$ cat config.mk
export PLATFORM = sky130hd
export DESIGN_NAME = gecpg_top
export DESIGN_NICKNAME = d
export VERILOG_FILES = /design/src/gecpg_pkg.sv /design/src/gecpg_top.sv
export SDC_FILE = /design/constraint.sdc
export NUM_CORES = 1
export LEC_CHECK = 0
export BUFFER_PORTS_ARGS = -buffer_cell sky130_fd_sc_hd__buf_2
export CAP_MARGIN = 20
export CORE_AREA = 2 2 260 262
export CTS_CLUSTER_DIAMETER = 30
export DETAILED_ROUTE_END_ITERATION = 8
export DIE_AREA = 0 0 262 264
export SKIP_LAST_GASP = 1
export SLEW_MARGIN = 10
export SYNTH_ARGS = -nofsm -noshare
export SYNTH_HDL_FRONTEND = slang
export SYNTH_SLANG_ARGS = --single-unit
$ cat constraint.sdc
create_clock -name aclk -period 5 [get_ports aclk]
set_input_delay 0.5 -clock aclk [delete_from_list [all_inputs] [get_ports aclk]]
set_output_delay 0.5 -clock aclk [all_outputs]
set_load 0.02 [all_outputs]
$ cat src/gecpg_pkg.sv
// Constants and field layout of the gated event counter.
// What this block does
// Pulse mode counts down delay phase then pulse phase, repeating, to pin.
// Ratio zero forces a pulse phase of three timebase cycles.
// Ratio one forces a delay phase of three timebase cycles.
// Active high: delay low, pulse high; active low inverts both.
// Gate ignored mode runs as soon as host start arrives.
// Level gating advances only while gate is high, or only while low.
// Edge gating waits after start for first rising or falling gate edge.
// Count input is the source pin or a selected internal timebase.
// Timebases 1M,100k,10k,1k,100 Hz (16-bit); 20M,100k Hz (24-bit).
// Widths: 24-bit single, or 16-bit single and 32-bit cascaded.
// Cascade chains into fixed ring neighbour via carry in and out.
// Halt at terminal stops and sets overflow; absent in 24-bit width.
// Continuous rolls over; 24-bit sets overflow, 16-bit leaves it.
// Count on rising or falling edge of source or timebase, selectable.
// Overflow reads one after a halt or a 24-bit rollover at terminal count, else zero.
// Host stop halts counting at once, mid phase or mid count.
// Reload values take effect only at start or at a phase boundary.
// Count is readable any time without disturbing the counter.
`default_nettype none
package gecpg_pkg;
  // Clock and timebases
  localparam int CLK_HZ = 250_000_000;
  localparam int TB_1M_HZ = 1_000_000;
  localparam int TB_100K_HZ = 100_000;
  localparam int TB_10K_HZ = 10_000;
  localparam int TB_1K_HZ = 1_000;
  localparam int TB_100_HZ = 100;
  localparam int TB_20M_HZ = 20_000_000;
  localparam int DIV_1M = CLK_HZ / TB_1M_HZ;
  localparam int DIV_100K = CLK_HZ / TB_100K_HZ;
  localparam int DIV_10K = CLK_HZ / TB_10K_HZ;
  localparam int DIV_1K = CLK_HZ / TB_1K_HZ;
  localparam int DIV_100 = CLK_HZ / TB_100_HZ;
  localparam int DIV_20M = CLK_HZ / TB_20M_HZ;
  localparam logic [31:0] MIN_PHASE = 32'h0000_0003;
  // Register byte offsets
  localparam logic [4:0] OFS_CTRL = 5'h00;
  localparam logic [4:0] OFS_CFG = 5'h04;
  localparam logic [4:0] OFS_DELAY = 5'h08;
  localparam logic [4:0] OFS_PULSE = 5'h0C;
  localparam logic [4:0] OFS_COUNT = 5'h10;
  localparam logic [4:0] OFS_STATUS = 5'h14;
  localparam logic [4:0] OFS_CLEAR = 5'h18;
  localparam logic [4:0] OFS_ENABLE = 5'h1C;
  // Control bits
  localparam int CTRL_START = 0;
  localparam int CTRL_STOP = 1;
  // Configuration fields
  localparam int CFG_PULSE_MODE = 0;
  localparam int CFG_GATE_LSB = 1;
  localparam int CFG_SENSE = 4;
  localparam int CFG_CLKSEL_LSB = 5;
  localparam int CFG_HALT = 8;
  localparam int CFG_FALL_EDGE = 9;
  localparam int CFG_WIDTH_LSB = 10;
  localparam int CFG_CHAIN = 12;
  localparam int CFG_RATIO0 = 13;
  localparam int CFG_RATIO1 = 14;
  localparam logic [31:0] CFG_RESET = 32'h0000_0000;
  // Status and interrupt bits
  localparam int ST_OVERFLOW = 0;
  localparam int ST_HALTED = 1;
  localparam int ST_CYCLE = 2;
  localparam int NUM_EVT = 3;
  // Field encodings
  localparam logic [2:0] GATE_IGNORED = 3'h0;
  localparam logic [2:0] GATE_HIGH = 3'h1;
  localparam logic [2:0] GATE_LOW = 3'h2;
  localparam logic [2:0] GATE_RISE = 3'h3;
  localparam logic [2:0] GATE_FALL = 3'h4;
  localparam logic [2:0] CLK_SOURCE_PIN = 3'h0;
  localparam logic [1:0] WIDTH_16 = 2'h0;
  localparam logic [1:0] WIDTH_32 = 2'h1;
  localparam logic [1:0] WIDTH_24 = 2'h2;
  localparam logic [1:0] RESP_OKAY = 2'h0;
  localparam logic [1:0] RESP_SLVERR = 2'h2;
  typedef enum logic [1:0] {GECPG_IDLE, GECPG_WAIT, GECPG_RUN} gecpg_state_t;
endpackage
`default_nettype wire

$ cat src/gecpg_top.sv
// Counter channel with pulse train output, gating, cascade and AXI4-Lite.
//
// Chosen here: register access over AXI4-Lite and the placing of the registers.
`default_nettype none
module gecpg_top #(
  parameter int DIV_10K = gecpg_pkg::DIV_10K,
  parameter int DIV_1K = gecpg_pkg::DIV_1K,
  parameter int DIV_100 = gecpg_pkg::DIV_100,
  parameter int DIV_100K = gecpg_pkg::DIV_100K
) (
  // Clock and reset
  input wire logic aclk,
  input wire logic aresetn,
  // AXI4-Lite write address and data
  input wire logic [4:0] s_axi_awaddr,
  input wire logic s_axi_awvalid,
  output logic s_axi_awready,
  input wire logic [31:0] s_axi_wdata,
  input wire logic [3:0] s_axi_wstrb,
  input wire logic s_axi_wvalid,
  output logic s_axi_wready,
  // AXI4-Lite write response
  output logic [1:0] s_axi_bresp,
  output logic s_axi_bvalid,
  input wire logic s_axi_bready,
  // AXI4-Lite read
  input wire logic [4:0] s_axi_araddr,
  input wire logic s_axi_arvalid,
  output logic s_axi_arready,
  output logic [31:0] s_axi_rdata,
  output logic [1:0] s_axi_rresp,
  output logic s_axi_rvalid,
  input wire logic s_axi_rready,
  // External pins
  input wire logic source_pin,
  input wire logic gate_pin,
  output logic pulse_out,
  // Cascade ring to the fixed neighbours
  input wire logic carry_in,
  output logic carry_out,
  // Interrupt
  output logic irq
);

  ////////////////////////////////////////////////////////////////////////////
  // Helpers

  // Byte lane merge for partial writes
  function automatic logic [31:0] wmerge(input logic [31:0] old,
                                         input logic [31:0] data,
                                         input logic [3:0] strb);
    logic [31:0] r;
    r = old;
    for (int i = 0; i < 4; i++) begin
      if (strb[i]) begin
        r[i*8 +: 8] = data[i*8 +: 8];
      end
    end
    return r;
  endfunction

  // Terminal count for the selected width
  function automatic logic [31:0] term_of(input logic [1:0] w);
    unique case (w)
      gecpg_pkg::WIDTH_32: term_of = 32'hFFFF_FFFF;
      gecpg_pkg::WIDTH_24: term_of = 32'h00FF_FFFF;
      default: term_of = 32'h0000_FFFF;
    endcase
  endfunction

  // Phase reload: forced minimum, else at least one tick
  function automatic logic [31:0] plen_m1(input logic [31:0] rl,
                                          input logic force_min);
    logic [31:0] n;
    n = force_min ? gecpg_pkg::MIN_PHASE : rl;
    if (n == 32'h0) begin
      n = 32'h1;
    end
    return n - 32'h1;
  endfunction

  ////////////////////////////////////////////////////////////////////////////
  // Register storage

  logic [31:0] cfg_q;
  logic [31:0] delay_q;
  logic [31:0] pulse_q;
  logic [31:0] count_q;
  logic [gecpg_pkg::NUM_EVT-1:0] status_q;
  logic [gecpg_pkg::NUM_EVT-1:0] irq_en_q;
  logic start_q;
  logic stop_q;
  logic phase_q;
  gecpg_pkg::gecpg_state_t state_q;

  wire logic pulse_mode = cfg_q[gecpg_pkg::CFG_PULSE_MODE];
  wire logic [2:0] gate_sel = cfg_q[gecpg_pkg::CFG_GATE_LSB +: 3];
  wire logic sense = cfg_q[gecpg_pkg::CFG_SENSE];
  wire logic [2:0] clk_sel = cfg_q[gecpg_pkg::CFG_CLKSEL_LSB +: 3];
  wire logic [1:0] width_sel = cfg_q[gecpg_pkg::CFG_WIDTH_LSB +: 2];
  wire logic is24 = (width_sel == gecpg_pkg::WIDTH_24);

  ////////////////////////////////////////////////////////////////////////////
  // AXI4-Lite write path

  logic aw_have_q;
  logic w_have_q;
  logic [4:0] waddr_q;
  logic [31:0] wdata_q;
  logic [3:0] wstrb_q;
  wire logic do_write = aw_have_q && w_have_q && !s_axi_bvalid;
  wire logic wr_hit = do_write && (waddr_q[1:0] == 2'h0);
  logic [gecpg_pkg::NUM_EVT-1:0] clr_w;

  // Address and data in either order; each held until used
  always_ff @(posedge aclk) begin
    if (!aresetn) begin
      aw_have_q <= 1'b0;
      w_have_q <= 1'b0;
      waddr_q <= 5'h00;
      wdata_q <= 32'h0;
      wstrb_q <= 4'h0;
      s_axi_awready <= 1'b1;
      s_axi_wready <= 1'b1;
      s_axi_bvalid <= 1'b0;
      s_axi_bresp <= gecpg_pkg::RESP_OKAY;
    end else begin
      if (s_axi_awvalid && s_axi_awready) begin
        aw_have_q <= 1'b1;
        waddr_q <= s_axi_awaddr;
        s_axi_awready <= 1'b0;
      end
      if (s_axi_wvalid && s_axi_wready) begin
        w_have_q <= 1'b1;
        wdata_q <= s_axi_wdata;
        wstrb_q <= s_axi_wstrb;
        s_axi_wready <= 1'b0;
      end
      if (do_write) begin
        s_axi_bvalid <= 1'b1;
        s_axi_bresp <= (wr_hit && waddr_q != gecpg_pkg::OFS_COUNT &&
                        waddr_q != gecpg_pkg::OFS_STATUS) ?
                       gecpg_pkg::RESP_OKAY : gecpg_pkg::RESP_SLVERR;
      end
      if (s_axi_bvalid && s_axi_bready) begin
        s_axi_bvalid <= 1'b0;
        aw_have_q <= 1'b0;
        w_have_q <= 1'b0;
        s_axi_awready <= 1'b1;
        s_axi_wready <= 1'b1;
      end
    end
  end

  // Writable registers; reloads are used at start or a boundary
  always_ff @(posedge aclk) begin
    if (!aresetn) begin
      cfg_q <= gecpg_pkg::CFG_RESET;
      delay_q <= 32'h0;
      pulse_q <= 32'h0;
      irq_en_q <= '0;
    end else if (wr_hit) begin
      unique case (waddr_q)
        gecpg_pkg::OFS_CFG: cfg_q <= wmerge(cfg_q, wdata_q, wstrb_q);
        gecpg_pkg::OFS_DELAY: delay_q <= wmerge(delay_q, wdata_q, wstrb_q);
        gecpg_pkg::OFS_PULSE: pulse_q <= wmerge(pulse_q, wdata_q, wstrb_q);
        gecpg_pkg::OFS_ENABLE: irq_en_q <= wdata_q[gecpg_pkg::NUM_EVT-1:0];
        default: ;
      endcase
    end
  end

  // Start and stop are one-cycle command pulses
  always_ff @(posedge aclk) begin
    if (!aresetn) begin
      start_q <= 1'b0;
      stop_q <= 1'b0;
    end else begin
      start_q <= wr_hit && waddr_q == gecpg_pkg::OFS_CTRL &&
                 wstrb_q[0] && wdata_q[gecpg_pkg::CTRL_START];
      stop_q <= wr_hit && waddr_q == gecpg_pkg::OFS_CTRL &&
                wstrb_q[0] && wdata_q[gecpg_pkg::CTRL_STOP];
    end
  end

  assign clr_w = (wr_hit && waddr_q == gecpg_pkg::OFS_CLEAR) ?
                 wdata_q[gecpg_pkg::NUM_EVT-1:0] : '0;

  ////////////////////////////////////////////////////////////////////////////
  // AXI4-Lite read path

  // Count is sampled, never cleared, by a read
  always_ff @(posedge aclk) begin
    if (!aresetn) begin
      s_axi_arready <= 1'b1;
      s_axi_rvalid <= 1'b0;
      s_axi_rdata <= 32'h0;
      s_axi_rresp <= gecpg_pkg::RESP_OKAY;
    end else if (s_axi_arvalid && s_axi_arready) begin
      s_axi_arready <= 1'b0;
      s_axi_rvalid <= 1'b1;
      s_axi_rresp <= gecpg_pkg::RESP_OKAY;
      unique case (s_axi_araddr)
        gecpg_pkg::OFS_CTRL: s_axi_rdata <= {28'h0, pulse_out,
          phase_q, state_q == gecpg_pkg::GECPG_WAIT,
          state_q == gecpg_pkg::GECPG_RUN};
        gecpg_pkg::OFS_CFG: s_axi_rdata <= cfg_q;
        gecpg_pkg::OFS_DELAY: s_axi_rdata <= delay_q;
        gecpg_pkg::OFS_PULSE: s_axi_rdata <= pulse_q;
        gecpg_pkg::OFS_COUNT: s_axi_rdata <= count_q;
        gecpg_pkg::OFS_STATUS: s_axi_rdata <= {29'h0, status_q};
        gecpg_pkg::OFS_ENABLE: s_axi_rdata <= {29'h0, irq_en_q};
        gecpg_pkg::OFS_CLEAR: s_axi_rdata <= 32'h0;
        default: begin
          s_axi_rdata <= 32'h0;
          s_axi_rresp <= gecpg_pkg::RESP_SLVERR;
        end
      endcase
    end else if (s_axi_rvalid && s_axi_rready) begin
      s_axi_rvalid <= 1'b0;
      s_axi_arready <= 1'b1;
    end
  end

  ////////////////////////////////////////////////////////////////////////////
  // Pin synchronisers and edge detect

  logic [2:0] src_sync_q;
  logic [2:0] gate_sync_q;
  logic src_f_q;
  logic src_prev_q;
  logic gate_f_q;
  logic gate_prev_q;

  // A level counts only once the second and third stage agree
  always_ff @(posedge aclk) begin
    if (!aresetn) begin
      src_sync_q <= 3'h0;
      gate_sync_q <= 3'h0;
      src_f_q <= 1'b0;
      src_prev_q <= 1'b0;
      gate_f_q <= 1'b0;
      gate_prev_q <= 1'b0;
    end else begin
      src_sync_q <= {src_sync_q[1:0], source_pin};
      gate_sync_q <= {gate_sync_q[1:0], gate_pin};
      if (src_sync_q[1] == src_sync_q[2]) begin
        src_f_q <= src_sync_q[2];
      end
      if (gate_sync_q[1] == gate_sync_q[2]) begin
        gate_f_q <= gate_sync_q[2];
      end
      src_prev_q <= src_f_q;
      gate_prev_q <= gate_f_q;
    end
  end

  wire logic src_rise = src_f_q && !src_prev_q;
  wire logic src_fall = !src_f_q && src_prev_q;
  wire logic gate_rise = gate_f_q && !gate_prev_q;
  wire logic gate_fall = !gate_f_q && gate_prev_q;

  ////////////////////////////////////////////////////////////////////////////
  // Internal timebase divider

  logic [31:0] div_cnt_q;
  logic [31:0] div_n;
  logic tb_ok;

  // Ratio per select; the other width family's timebases are dead
  always_comb begin
    div_n = 32'(gecpg_pkg::DIV_1M);
    tb_ok = !is24;
    unique case (clk_sel)
      3'h1: div_n = 32'(gecpg_pkg::DIV_1M);
      3'h2: div_n = 32'(DIV_100K);
      3'h3: div_n = 32'(DIV_10K);
      3'h4: div_n = 32'(DIV_1K);
      3'h5: div_n = 32'(DIV_100);
      3'h6: begin
        div_n = 32'(gecpg_pkg::DIV_20M);
        tb_ok = is24;
      end
      3'h7: begin
        div_n = 32'(DIV_100K);
        tb_ok = is24;
      end
      default: tb_ok = 1'b0;
    endcase
  end

  // Free running so the timebase phase is independent of start
  always_ff @(posedge aclk) begin
    if (!aresetn) begin
      div_cnt_q <= 32'h0;
    end else if (div_cnt_q >= div_n - 32'h1) begin
      div_cnt_q <= 32'h0;
    end else begin
      div_cnt_q <= div_cnt_q + 32'h1;
    end
  end

  wire logic tb_rise = (div_cnt_q == 32'h0);
  wire logic tb_fall = (div_cnt_q == {1'b0, div_n[31:1]});

  ////////////////////////////////////////////////////////////////////////////
  // Count tick selection and gating

  logic tick;
  logic gate_en;

  // Source, timebase or neighbour carry; rising or falling edge
  always_comb begin
    if (cfg_q[gecpg_pkg::CFG_CHAIN] && width_sel == gecpg_pkg::WIDTH_32) begin
      tick = carry_in;
    end else if (clk_sel == gecpg_pkg::CLK_SOURCE_PIN) begin
      tick = cfg_q[gecpg_pkg::CFG_FALL_EDGE] ? src_fall : src_rise;
    end else begin
      tick = tb_ok && (cfg_q[gecpg_pkg::CFG_FALL_EDGE] ? tb_fall : tb_rise);
    end
  end

  // Level gating qualifies every tick while running
  always_comb begin
    unique case (gate_sel)
      gecpg_pkg::GATE_HIGH: gate_en = gate_f_q;
      gecpg_pkg::GATE_LOW: gate_en = !gate_f_q;
      default: gate_en = 1'b1;
    endcase
  end

  wire logic running = (state_q == gecpg_pkg::GECPG_RUN);
  wire logic step = running && gate_en && tick;
  wire logic [31:0] term = term_of(width_sel);
  wire logic at_term = (count_q == term);
  wire logic halt_mode = cfg_q[gecpg_pkg::CFG_HALT] && !is24;
  wire logic halt_hit = step && !pulse_mode && at_term && halt_mode;
  wire logic roll_hit = step && !pulse_mode && at_term && !halt_mode;
  wire logic phase_end = step && pulse_mode && count_q == 32'h0;
  wire logic edge_go = (gate_sel == gecpg_pkg::GATE_RISE && gate_rise) ||
                       (gate_sel == gecpg_pkg::GATE_FALL && gate_fall);

  ////////////////////////////////////////////////////////////////////////////
  // Control state

  // Stop wins over everything, even a same-cycle start
  always_ff @(posedge aclk) begin
    if (!aresetn) begin
      state_q <= gecpg_pkg::GECPG_IDLE;
    end else if (stop_q) begin
      state_q <= gecpg_pkg::GECPG_IDLE;
    end else if (start_q) begin
      state_q <= (gate_sel == gecpg_pkg::GATE_RISE ||
                  gate_sel == gecpg_pkg::GATE_FALL) ?
                 gecpg_pkg::GECPG_WAIT : gecpg_pkg::GECPG_RUN;
    end else begin
      unique case (state_q)
        gecpg_pkg::GECPG_WAIT: begin
          if (edge_go) begin
            state_q <= gecpg_pkg::GECPG_RUN;
          end
        end
        gecpg_pkg::GECPG_RUN: begin
          if (halt_hit) begin
            state_q <= gecpg_pkg::GECPG_IDLE;
          end
        end
        default: ;
      endcase
    end
  end

  ////////////////////////////////////////////////////////////////////////////
  // Counter datapath

  // Up count for events, down count per phase for pulses
  always_ff @(posedge aclk) begin
    if (!aresetn) begin
      count_q <= 32'h0;
      phase_q <= 1'b0;
    end else if (start_q && !stop_q) begin
      phase_q <= 1'b0;
      count_q <= pulse_mode ?
        plen_m1(delay_q, cfg_q[gecpg_pkg::CFG_RATIO1]) : 32'h0;
    end else if (phase_end) begin
      phase_q <= !phase_q;
      count_q <= phase_q ?
        plen_m1(delay_q, cfg_q[gecpg_pkg::CFG_RATIO1]) :
        plen_m1(pulse_q, cfg_q[gecpg_pkg::CFG_RATIO0]);
    end else if (step && pulse_mode) begin
      count_q <= count_q - 32'h1;
    end else if (roll_hit) begin
      count_q <= 32'h0;
    end else if (step && !halt_hit) begin
      count_q <= count_q + 32'h1;
    end
  end

  // Idle rests at the delay level of the chosen sense
  always_ff @(posedge aclk) begin
    if (!aresetn) begin
      pulse_out <= 1'b0;
      carry_out <= 1'b0;
    end else begin
      pulse_out <= (pulse_mode && running && phase_q) ^ sense;
      carry_out <= roll_hit || halt_hit;
    end
  end

  ////////////////////////////////////////////////////////////////////////////
  // Status and interrupt

  logic [gecpg_pkg::NUM_EVT-1:0] evt;

  always_comb begin
    evt = '0;
    evt[gecpg_pkg::ST_OVERFLOW] = halt_hit || (roll_hit && is24);
    evt[gecpg_pkg::ST_HALTED] = halt_hit;
    evt[gecpg_pkg::ST_CYCLE] = phase_end && phase_q;
  end

  // A new event wins over a same-cycle clear
  always_ff @(posedge aclk) begin
    if (!aresetn) begin
      status_q <= '0;
      irq <= 1'b0;
    end else begin
      status_q <= (status_q & ~clr_w) | evt;
      irq <= |(status_q & irq_en_q);
    end
  end

endmodule
`default_nettype wire

## Yosys cells after proc, flatten, opt, wreduce, memory -nomap -nowiden

Cells that the tools add are included.

- Bits in registers: 268
- Latch bits: 0
- RAM bits: 0
- ROM bits: 0
- Bits of input ports: 56
- Output and inout bits: 44
- Logic and storage cells: 218
- Memories: 0

- $add $sub $neg: 7
- Multiply operators: 0
- Div/mod/pow operators: 0
- $lt $le $gt $ge: 1
- Equality and inequality tests: 35
- Shift operators: 0
- Muxes and demuxes: 40
- Bitwise logic cells: 6
- Reductions and logical operators: 87

Operators by type and width:

| operator | count |
|---|---|
| two-way mux 32 bit | 19 |
| case mux 32 bit (7 select lines) | 1 |
| subtractor 32 x 1 -> 32 bit, second input constant | 5 |
| logical NOT 32 bit | 4 |
| case mux 22 bit (5 select lines) | 1 |
| adder 32 x 1 -> 32 bit, second input constant | 2 |
| case mux 32 bit (2 select lines) | 1 |
| AND reduction 3 bit | 13 |
| logical AND 1 bit | 38 |
| == test 32 x 31 -> 1 bit | 1 |
| == test 32 bit | 1 |
| greater-or-equal comparator 32 bit | 1 |
| == test 5 bit, second input constant | 6 |
| == test 5 x 4 -> 1 bit, second input constant | 4 |
| == test 3 bit, second input constant | 5 |
| == test 3 x 2 -> 1 bit, second input constant | 4 |
| two-way mux 2 bit | 6 |
| OR reduction 2 bit | 6 |
| logical NOT 1 bit | 11 |
| == test 5 x 3 -> 1 bit, second input constant | 2 |
| logical NOT 5 bit | 2 |
| != test 5 bit, second input constant | 2 |
| two-way mux 1 bit | 8 |
| OR reduction 8 bit | 1 |
| other kinds (23) | 32 |

## Depth between registers and ports, before layout

Gate-level depths: netlist of the first run.

- Depth in word-level cells: 19
- Mapped depth: 18
- Mapped depth without buffers: 15

## Least setup slack after synthesis of the first run

No wires, ideal clock.

- Kind: reg-to-reg
- Start point: register pulse_q[11]
- End point: register count_q[16]
- Library setup time: 0.131 ns
- Arrival: 3.680 ns
- Required time: 4.869 ns
- Slack: 1.188 ns
- Stages on the path, launching flop included: 17
- Path buffers: 2
- Clock period less this slack: 3.812 ns
- Path through: dfxtp_1 buf_2 or4_4 or3_1 or3_1 a21oi_1 nor3_1 ha_1 buf_1 nor3b_1 or4b_2 o21ai_1 a311oi_1 a31oi_1 o21ai_0 o32a_1 o41ai_2

- Longest elaborated chain between the ends: 10

Ends and longest elaborated chain:

| item | RTL line | source |
|---|---|---|
| from (decl) | gecpg_top.sv:87 | `logic [31:0] pulse_q;` |
| from (signal assigned) | gecpg_top.sv:166 | `gecpg_pkg::OFS_PULSE: pulse_q <= wmerge(pulse_q, wdata_q, wstrb_q);` |
| two-way mux 32 bit * | gecpg_top.sv:75 | `n = force_min ? gecpg_pkg::MIN_PHASE : rl;` |
| logical NOT 32 bit | gecpg_top.sv:76 | `if (n == 32'h0) begin` |
| two-way mux 32 bit * | gecpg_top.sv:76 |  |
| two-way mux 32 bit * | gecpg_top.sv:385 | `end else if (phase_end) begin` |
| two-way mux 32 bit * | gecpg_top.sv:381 | `end else if (start_q && !stop_q) begin` |
| two-way mux 32 bit * | gecpg_top.sv:378 | `if (!aresetn) begin` |
| subtractor 32 x 1 -> 32 bit * | gecpg_top.sv:79 | `return n - 32'h1;` |
| two-way mux 32 bit * | gecpg_top.sv:387 | `count_q <= phase_q ?` |
| two-way mux 32 bit * | gecpg_top.sv:385 |  |
| two-way mux 32 bit * | gecpg_top.sv:381 |  |
| to (signal assigned) | gecpg_top.sv:383 | `count_q <= pulse_mode ?` |
| to (signal assigned) | gecpg_top.sv:387 |  |
| to (signal assigned) | gecpg_top.sv:391 | `count_q <= count_q - 32'h1;` |
| to (decl) | gecpg_top.sv:88 | `logic [31:0] count_q;` |

Mark *: on every way between the ends. The rest lies on a longest branch, timed or not. The select of a mux whose other input is x is not followed.
A chain may end at the register's enable or synchronous reset.

## Final worst setup path of the first run

Same ends and word-level chain as after synthesis.

==> results of run 1 <==
## synthesized netlist by cell type (all sizes together) (8+ instances only)
| cell type | count | area [um2] |
|---|---|---|
| clkbuf | 143 | 537 |
| buf | 32 | 173 |
| and3 | 24 | 150 |
| o21a | 11 | 82.6 |
| nand4 | 21 | 131 |
| or2 | 8 | 50.1 |
| xor2 | 34 | 298 |
| o211ai | 13 | 97.6 |
| nand2b | 19 | 119 |
| nor2 | 246 | 926 |
| a22oi | 17 | 128 |
| a31oi | 16 | 100 |
| a211oi | 22 | 175 |
| or4 | 21 | 169 |
| o21ai | 73 | 369 |
| or3 | 28 | 175 |
| and2 | 23 | 144 |
| a21o | 20 | 150 |
| xnor2 | 47 | 412 |
| o22ai | 13 | 81.3 |
| o311ai | 8 | 70.1 |
| o221ai | 10 | 87.6 |
| nand2 | 292 | 1100 |
| mux2i | 46 | 460 |
| nor2b | 13 | 81.3 |
| ha | 44 | 551 |
| a21oi | 248 | 1240 |
| a211o | 8 | 78.8 |
| nor4 | 35 | 225 |
| nor4b | 8 | 70.1 |
| inv | 32 | 120 |
| o31ai | 11 | 82.6 |
| nand3 | 136 | 681 |
| dfxtp | 266 | 5330 |
| nor3 | 50 | 255 |
| a222oi | 30 | 300 |
## critical path, cell delays in order (launching register included)
cell	delay, ns
sky130_fd_sc_hd__dfxtp_1	0.38
sky130_fd_sc_hd__or4_4	0.58
sky130_fd_sc_hd__or3_1	0.34
sky130_fd_sc_hd__or3_1	0.45
sky130_fd_sc_hd__a21oi_1	0.31
sky130_fd_sc_hd__nor3_1	0.11
sky130_fd_sc_hd__ha_1	0.33
sky130_fd_sc_hd__nor3b_1	0.19
sky130_fd_sc_hd__or4b_2	0.24
sky130_fd_sc_hd__o21ai_1	0.17
sky130_fd_sc_hd__a311oi_1	0.30
sky130_fd_sc_hd__a31oi_1	0.06
sky130_fd_sc_hd__o21ai_0	0.30
sky130_fd_sc_hd__o32a_1	0.23
sky130_fd_sc_hd__o41ai_2	0.06
## routing by layer
metal	up-vias	global-route usage, %	share of wire (%)
met4	0	6.49	3.5
met2	802	25.7	45
met1	7918	22.5	44
met5	-	0	0
li1	8079	-	-
met3	130	2.05	7.6
## registers in the layout, indices dropped and copies added (netlist names), 4 cells and up
name         count
waddr_q          5
div_cnt_q       32
pulse_q         32
wdata_q         32
cfg_q           32
wstrb_q          4
s_axi_rdata     32
delay_q         32
count_q         32
## final cells by class
cell class / instances / area (um2)
inverters: 34 / 133
flip-flops and latches: 266 / 5330
clock buffers: 62 / 1500
fillers: 7191 / 46900
diodes: 1 / 2.50
clock inverters: 44 / 536
multi-input cells: 1726 / 10300
repair buffers: 142 / 823
well taps: 873 / 1090
## logic make-up (layout without fill, tap and decap cells)
| logic type | Yosys count | count (layout) | synth area share (%) |
|---|---|---|---|
| multiplexers | 53 | 53 | 3.36 |
| AND/OR/NAND/NOR | 954 | 954 | 27.6 |
| XOR/XNOR | 81 | 81 | 4.32 |
| other | 2 | 4 | 0.0458 |
| buffers and inverters | 209 | 282 | 5.10 |
| AO/OA/AOI/OAI | 590 | 590 | 23.7 |
| flip-flops | 266 | 266 | 32.5 |
| adder cells (fa/ha/maj) | 45 | 45 | 3.42 |
## where the power goes
group	internal (mW)	leakage [nW]	switching [mW]	total (mW)
registers	2.15	2.15	0.0464	2.20
logic	0.0627	4.17	0.128	0.191
clock network	2.57	0.978	1.38	3.95
total	4.78	7.30	1.55	6.34
## metrics by stage
stage | util, % | cell area, um2 | cells
detailed placement | 26.5 | 17700 | 3041
finish | 29.6 | 19700 | 3148
global route | 29.6 | 19700 | 3147
global placement | 26.5 | 17700 | 3041
floorplan | - | 16400 | 2201
CTS | 29.6 | 19700 | 3147
## worst max-delay path by stage
stage	slack (ns)	end	cells after the start
6_report	0.80	count_q[16]	14
3_3_place_gp	0.91	count_q[26]	15
4_1_cts	0.88	count_q[16]	14
2_1_floorplan	1.19	count_q[16]	16
3_5_place_dp	0.89	count_q[16]	14
5_1_grt	0.57	count_q[26]	15
==> results summary, run 1 <==
TritonCTS built the clock tree. The routed design has 58000 um of wire. The deepest level of the CTS H-tree came out at 2.

The total CTS buffers came out at 57. The via density per instance came out at 5.38. The placeable core area is 66600 um2. The length of the first detailed-routing pass in iterations came out at 7. Averaged over all synthesized cells, the footprint is 7.46 um2. The path class of the tightest hold or removal check is primary input to flop. In this run the critical register-to-register path is captured at count_q[16]. The worst-case clock skew came out at 0.0294 ns. The most common cell after layout, fill and taps aside is sky130_fd_sc_hd__nand2_1. The die area is 69200 um2. The I/O pin count came out at 100. The maximum net fanout on the critical path came out at 9. The transition time of the tightest slew-check pin came out at 1.11 ns. Yosys mapped the design onto 91 distinct sky130hd cell types. The width of the chip is 262 um. In this run the static leakage power is 7.30 nW. The flop-to-flop setup slack is 0.80 ns.

The startpoint identified for the worst register-to-register timing path is pulse_q[11]. The minimum clock period came out at 4.20 ns. The worst reg2reg path depth came out at 14. The effective utilization at floorplan is 24.6%. The final-report max-slew violation count came out at 0. The vertical extent of the die is 264 um. The number of clock sinks came out at 266. The global-route wire length before repair is 90700 um. The post-synthesis register bit count is 266. The post-detailed-placement half-perimeter wirelength came out at 42200 um.

The count of input and output buffers came out at 97. The count of endpoints failing setup in the final report is 0. The number of max-cap violations came out at 0.

Of the available clock period, the critical path in the final layout requires 83.9%. The number of cells produced by synthesis came out at 2200. The number of global-route vias before repair is 15738. The critical path required time is 5.45 ns.

By startpoint and endpoint, the worst setup path is classified as flop to flop. The startpoint kind of the worst setup timing path is a flop. Based on the critical path, the design can be clocked at up to 238 MHz. The share of final-layout standard cells stronger than drive strength 1 came out at 12.9%. The signed area change from the synthesized netlist to the final layout is 20.0%. Before CTS, the worst setup slack after placement is 0.894 ns. The number of enable-type register cells in the synthesized netlist came out at 0. The sequential-to-total area share from yosys stat is 32.5%.

STA classifies the critical path endpoint as a flop. The final setup slack of the worst path came out at 0.804 ns. Setup repair after global routing left no endpoint under its margin. VDD sags by at most 0.285 mV. The flow ran to the end, and the final reports show no timing, DRC or antenna violations. The worst hold path stage count is 3. The source-to-sink clock delay at the later pin of the worst-skew pair is 0.62 ns. The launching instance or port of the critical path is pulse_q[11]. The total routing resource utilization after global routing came out at 16.3%. In this run the most critical hold path is launched from s_axi_wdata[22].

The post-route antenna net violation count is 0. In the layout the commonest cells are sky130_fd_sc_hd__nand2_1 (292), sky130_fd_sc_hd__dfxtp_1 (265), sky130_fd_sc_hd__a21oi_1 (247). The count of final hold-check violations came out at 0. Power comes to 6.34 mW. The largest net degree at the start of global routing is 86. STA puts the critical path data arrival time at 4.65 ns. The post-CTS setup-driven buffer insertion count is 0. Among all flip-flop cells after synthesis, the most frequent one is sky130_fd_sc_hd__dfxtp_1. In the routed design, unresolved DRC markers number 0. The total standard cell area after synthesis came out at 16400 um2. The remaining global-route overflow is 0. The post-cts repair resize count came out at 0. The clock-pin slew reported for the worst setup and hold paths after clock tree synthesis came out at 0.05 ns.

The number of antenna violations at the first check in global routing is 0. The worst relative slew slack came out at 25.8%. The synthesis warning total is 0. Routability-driven placement finished with a final weighted congestion of 0.949.

The power density normalized to cell area came out at 322 nW/um2. The total via count after detailed routing came out at 16929. The maximum count of clock buffers along a single path came out at 3.

The fraction of registers with async set/reset came out at 0%. The hold-fix buffer count after cts came out at 0. The routed length per instance is 18.4 um. The total number of placement rows came out at 95. The worst hold path terminates at wdata_q[22].

The tightest hold margin came out at 0.115 ns. The first-iteration detailed-routing DRC count came out at 2086. For this run, the post-layout net count is 2327.

The tree is rooted in a sky130_fd_sc_hd__clkbuf_16. After routing, the total negative slack on setup checks comes to 0 ns.
Note: power is estimated with default switching activity, not from simulation.
==> run 2, diff against run 1 <==
==> constraint.sdc (replaced) <==
create_clock -name aclk -period 4.3 [get_ports aclk]
set_input_delay 0.43 -clock aclk [delete_from_list [all_inputs] [get_ports aclk]]
set_output_delay 0.43 -clock aclk [all_outputs]
set_load 0.02 [all_outputs]
==> results summary, run 2 (synthesized netlist as in run 1, its figures left out) <==
The worst-case clock skew came out at 0.0315 ns (+0.00206 ns). The largest incremental delay on the critical path is 0.57 ns (about the same). The minimum clock period is 3.97 ns (-0.231 ns). The total number of placement rows came to 95 (unchanged).

The die area is 69200 um2 (unchanged). The worst setup path is of the flop to flop kind. The final standard cell count with taps included and fillers excluded is 3190 (+1.3%). The maximum count of clock buffers along a single path came to 3 (unchanged).

The ratio of final minimum period to clock period was 92.2% (+8.3 points). The largest net degree at the start of global routing is 100 (+16%). The wire length after detailed routing is 59500 um (+2.6%).

The signed area change from the synthesized netlist to the final layout came out at 22.1%. The post-CTS setup-driven buffer insertion count came out at 0 (unchanged). The tightest hold margin came out at 0.0293 ns (-0.0857 ns). The worst hold path stage count came out at 2 (-1). The largest vdd supply drop came out at 0.327 mV (+15%). The count of final hold-check violations is 0 (unchanged).

The routed length per instance is 18.7 um (+1.3%). The worst setup path is captured at a flop. The maximum net fanout on the critical path is 17 (+8).

The remaining global-route overflow came out at 0 (unchanged). The effective utilization at floorplan came out at 24.6% (unchanged). The critical path required time came out at 4.74 ns (-0.71 ns). The I/O pin count is 100 (unchanged). The number of instances in the placed design came out at 3083 (+1.4%). The final estimated routing congestion in global placement came out at 0.970 (+2.2%).

The signal on the critical path passes through inv_1, ha_1, or3b_1, or4_1, nor2_2, nand3b_1, or3_1, a211o_4, o21ai_0, o32a_1, o41ai_2. The worst relative slew slack is 35.5% (+9.7 points). The worst reg2reg path depth came to 11 (-3). The total negative slack was 0 ns (unchanged). The via density per instance came to 5.32 (-1.1%). The vertical extent of the die came out at 264 um (unchanged). In the layout the commonest cells are sky130_fd_sc_hd__nand2_1 (292), sky130_fd_sc_hd__dfxtp_1 (265), sky130_fd_sc_hd__a21oi_1 (247). The number of fill cells is 7172 (-0.26%). The cell family with the largest share of critical-path delay is simple AND/OR/NAND/NOR gates. The share of final-layout standard cells stronger than drive strength 1 is 14.5% (+1.5 points).

The total CTS buffers came to 57 (unchanged). The core occupancy in the finished layout came out at 30.1% (+0.50 points). The area of the multi-input gates was 10300 um2 (about the same).

The combined flip-flop and latch cell area came to 5330 um2 (unchanged). The power density normalized to cell area is 365 nW/um2 (+14%). The worst path arrival time came out at 4.40 ns (-0.25 ns). The tree is rooted in a sky130_fd_sc_hd__clkbuf_16. The DRC violations left came out at 0 (unchanged). The number of clock sinks is 266 (unchanged). The number of max-cap violations came to 0 (unchanged). The flow ran to the end, and the final reports show no timing, DRC or antenna violations. The placeable core area came out at 66600 um2 (unchanged).

Among all stages on the critical path, the largest delay is contributed by sky130_fd_sc_hd__or3_1. The transition time of the tightest slew-check pin came to 0.959 ns (-0.147 ns). The count of input and output buffers is 97 (unchanged).

The count of endpoints failing setup in the final report came out at 0 (unchanged). The antenna diode instance count is 0 (-1). The hold-fix buffer count after cts is 0 (unchanged).

The sum of buffers and inverters on the critical path is 1 (+1). The number of cells on the critical path was 11 (-3). The layout net count came out at 2369 (+1.8%). The width of the chip is 262 um (unchanged). The post-route antenna net violation count is 0 (unchanged). The post-detailed-placement half-perimeter wirelength came out at 43900 um (+4.2%). The number of antenna violations at the first check in global routing came out at 0 (unchanged). Setup repair after global routing left no endpoint under its margin. The first-iteration detailed-routing DRC count was 1799 (-14%). The total leakage power came out at 7.52 nW (+3.0%).

The global-route wire length before repair came out at 93200 um (+2.8%). The total routing resource utilization after global routing was 16.9% (+0.53 points). The library cell used most frequently in the layout, excluding fill and tap cells, is sky130_fd_sc_hd__nand2_1. The clock-pin slew reported for the worst setup and hold paths after clock tree synthesis was 0.05 ns (about the same). The source-to-sink clock delay at the later pin of the worst-skew pair came to 0.61 ns (about the same). The worst setup path is launched from a flop.

The length of the first detailed-routing pass in iterations is 8 (+1). The path class of the tightest hold or removal check is primary input to flop. The deepest level of the CTS H-tree was 2 (unchanged). The number of global-route vias before repair is 15930 (+1.2%).

The final-report max-slew violation count is 0 (unchanged). The total via count after detailed routing was 16963 (+0.20%). The fmax is 252 MHz (+5.8%).

The TritonCTS clock tree is done.
[run 2: cell count changes in the layout (fill, tap and decap cells not counted), moves of 2 or more]
cell	delta
sky130_fd_sc_hd__clkinvlp_4	-2
sky130_fd_sc_hd__buf_4	+40
sky130_fd_sc_hd__clkinv_8	+4
sky130_fd_sc_hd__clkinv_2	+2
sky130_fd_sc_hd__inv_6	-2
sky130_fd_sc_hd__buf_12	+2
sky130_fd_sc_hd__clkbuf_1	+3
[run 2: area by class of cell]
type,count,share of cell area (%)
clock buffers,63,7.33
clock inverters,44,2.79
inverters,34,0.662
multi-input cells,1726,51.4
flip-flops and latches,266,26.6
well taps,873,5.45
repair buffers,184,5.81
[run 2: per-layer routing]
layer	vias to the layer above	part of all wire [%]	global-route usage, %
li1	8146	-	-
met1	7927	44	22.9
met2	758	46	26.7
met3	132	7.2	2.53
met4	0	3.4	6.55
met5	-	0	0
[run 2: stage by stage]
| step | worst slack (ns) | area (um2) | power (mW) |
|---|---|---|---|
| detailed placement | 0.430 | 18000 | 2.83 |
| finish | 0.334 | 20000 | 7.32 |
| floorplan | 0.488 | 16400 | 2.73 |
| CTS | 0.347 | 20000 | 7.40 |
| global placement | 0.479 | 18000 | 2.83 |
| global route | 0.133 | 20000 | 7.55 |
[run 2: repair_timing]
| action | CTS | global route |
|---|---|---|
| hold endpoints to repair | 0 | 0 |
| resized for setup | 0 | 1 |
| setup endpoints to repair | 0 | 1 |
[run 2: worst paths after layout]
path | from | endpoint | slack, ns
min reg2reg | gate_sync_q[0] | gate_sync_q[1] | 0.43
max | count_q[0] | count_q[16] | 0.33
min | s_axi_wvalid | s_axi_wready | 0.03
max reg2reg | count_q[0] | count_q[16] | 0.33
[run 2: power breakdown]
group | total [mW] | switching (mW) | internal (mW)
clock | 4.53 | 1.59 | 2.95
sequential | 2.56 | 0.0527 | 2.50
combinational | 0.225 | 0.150 | 0.0757
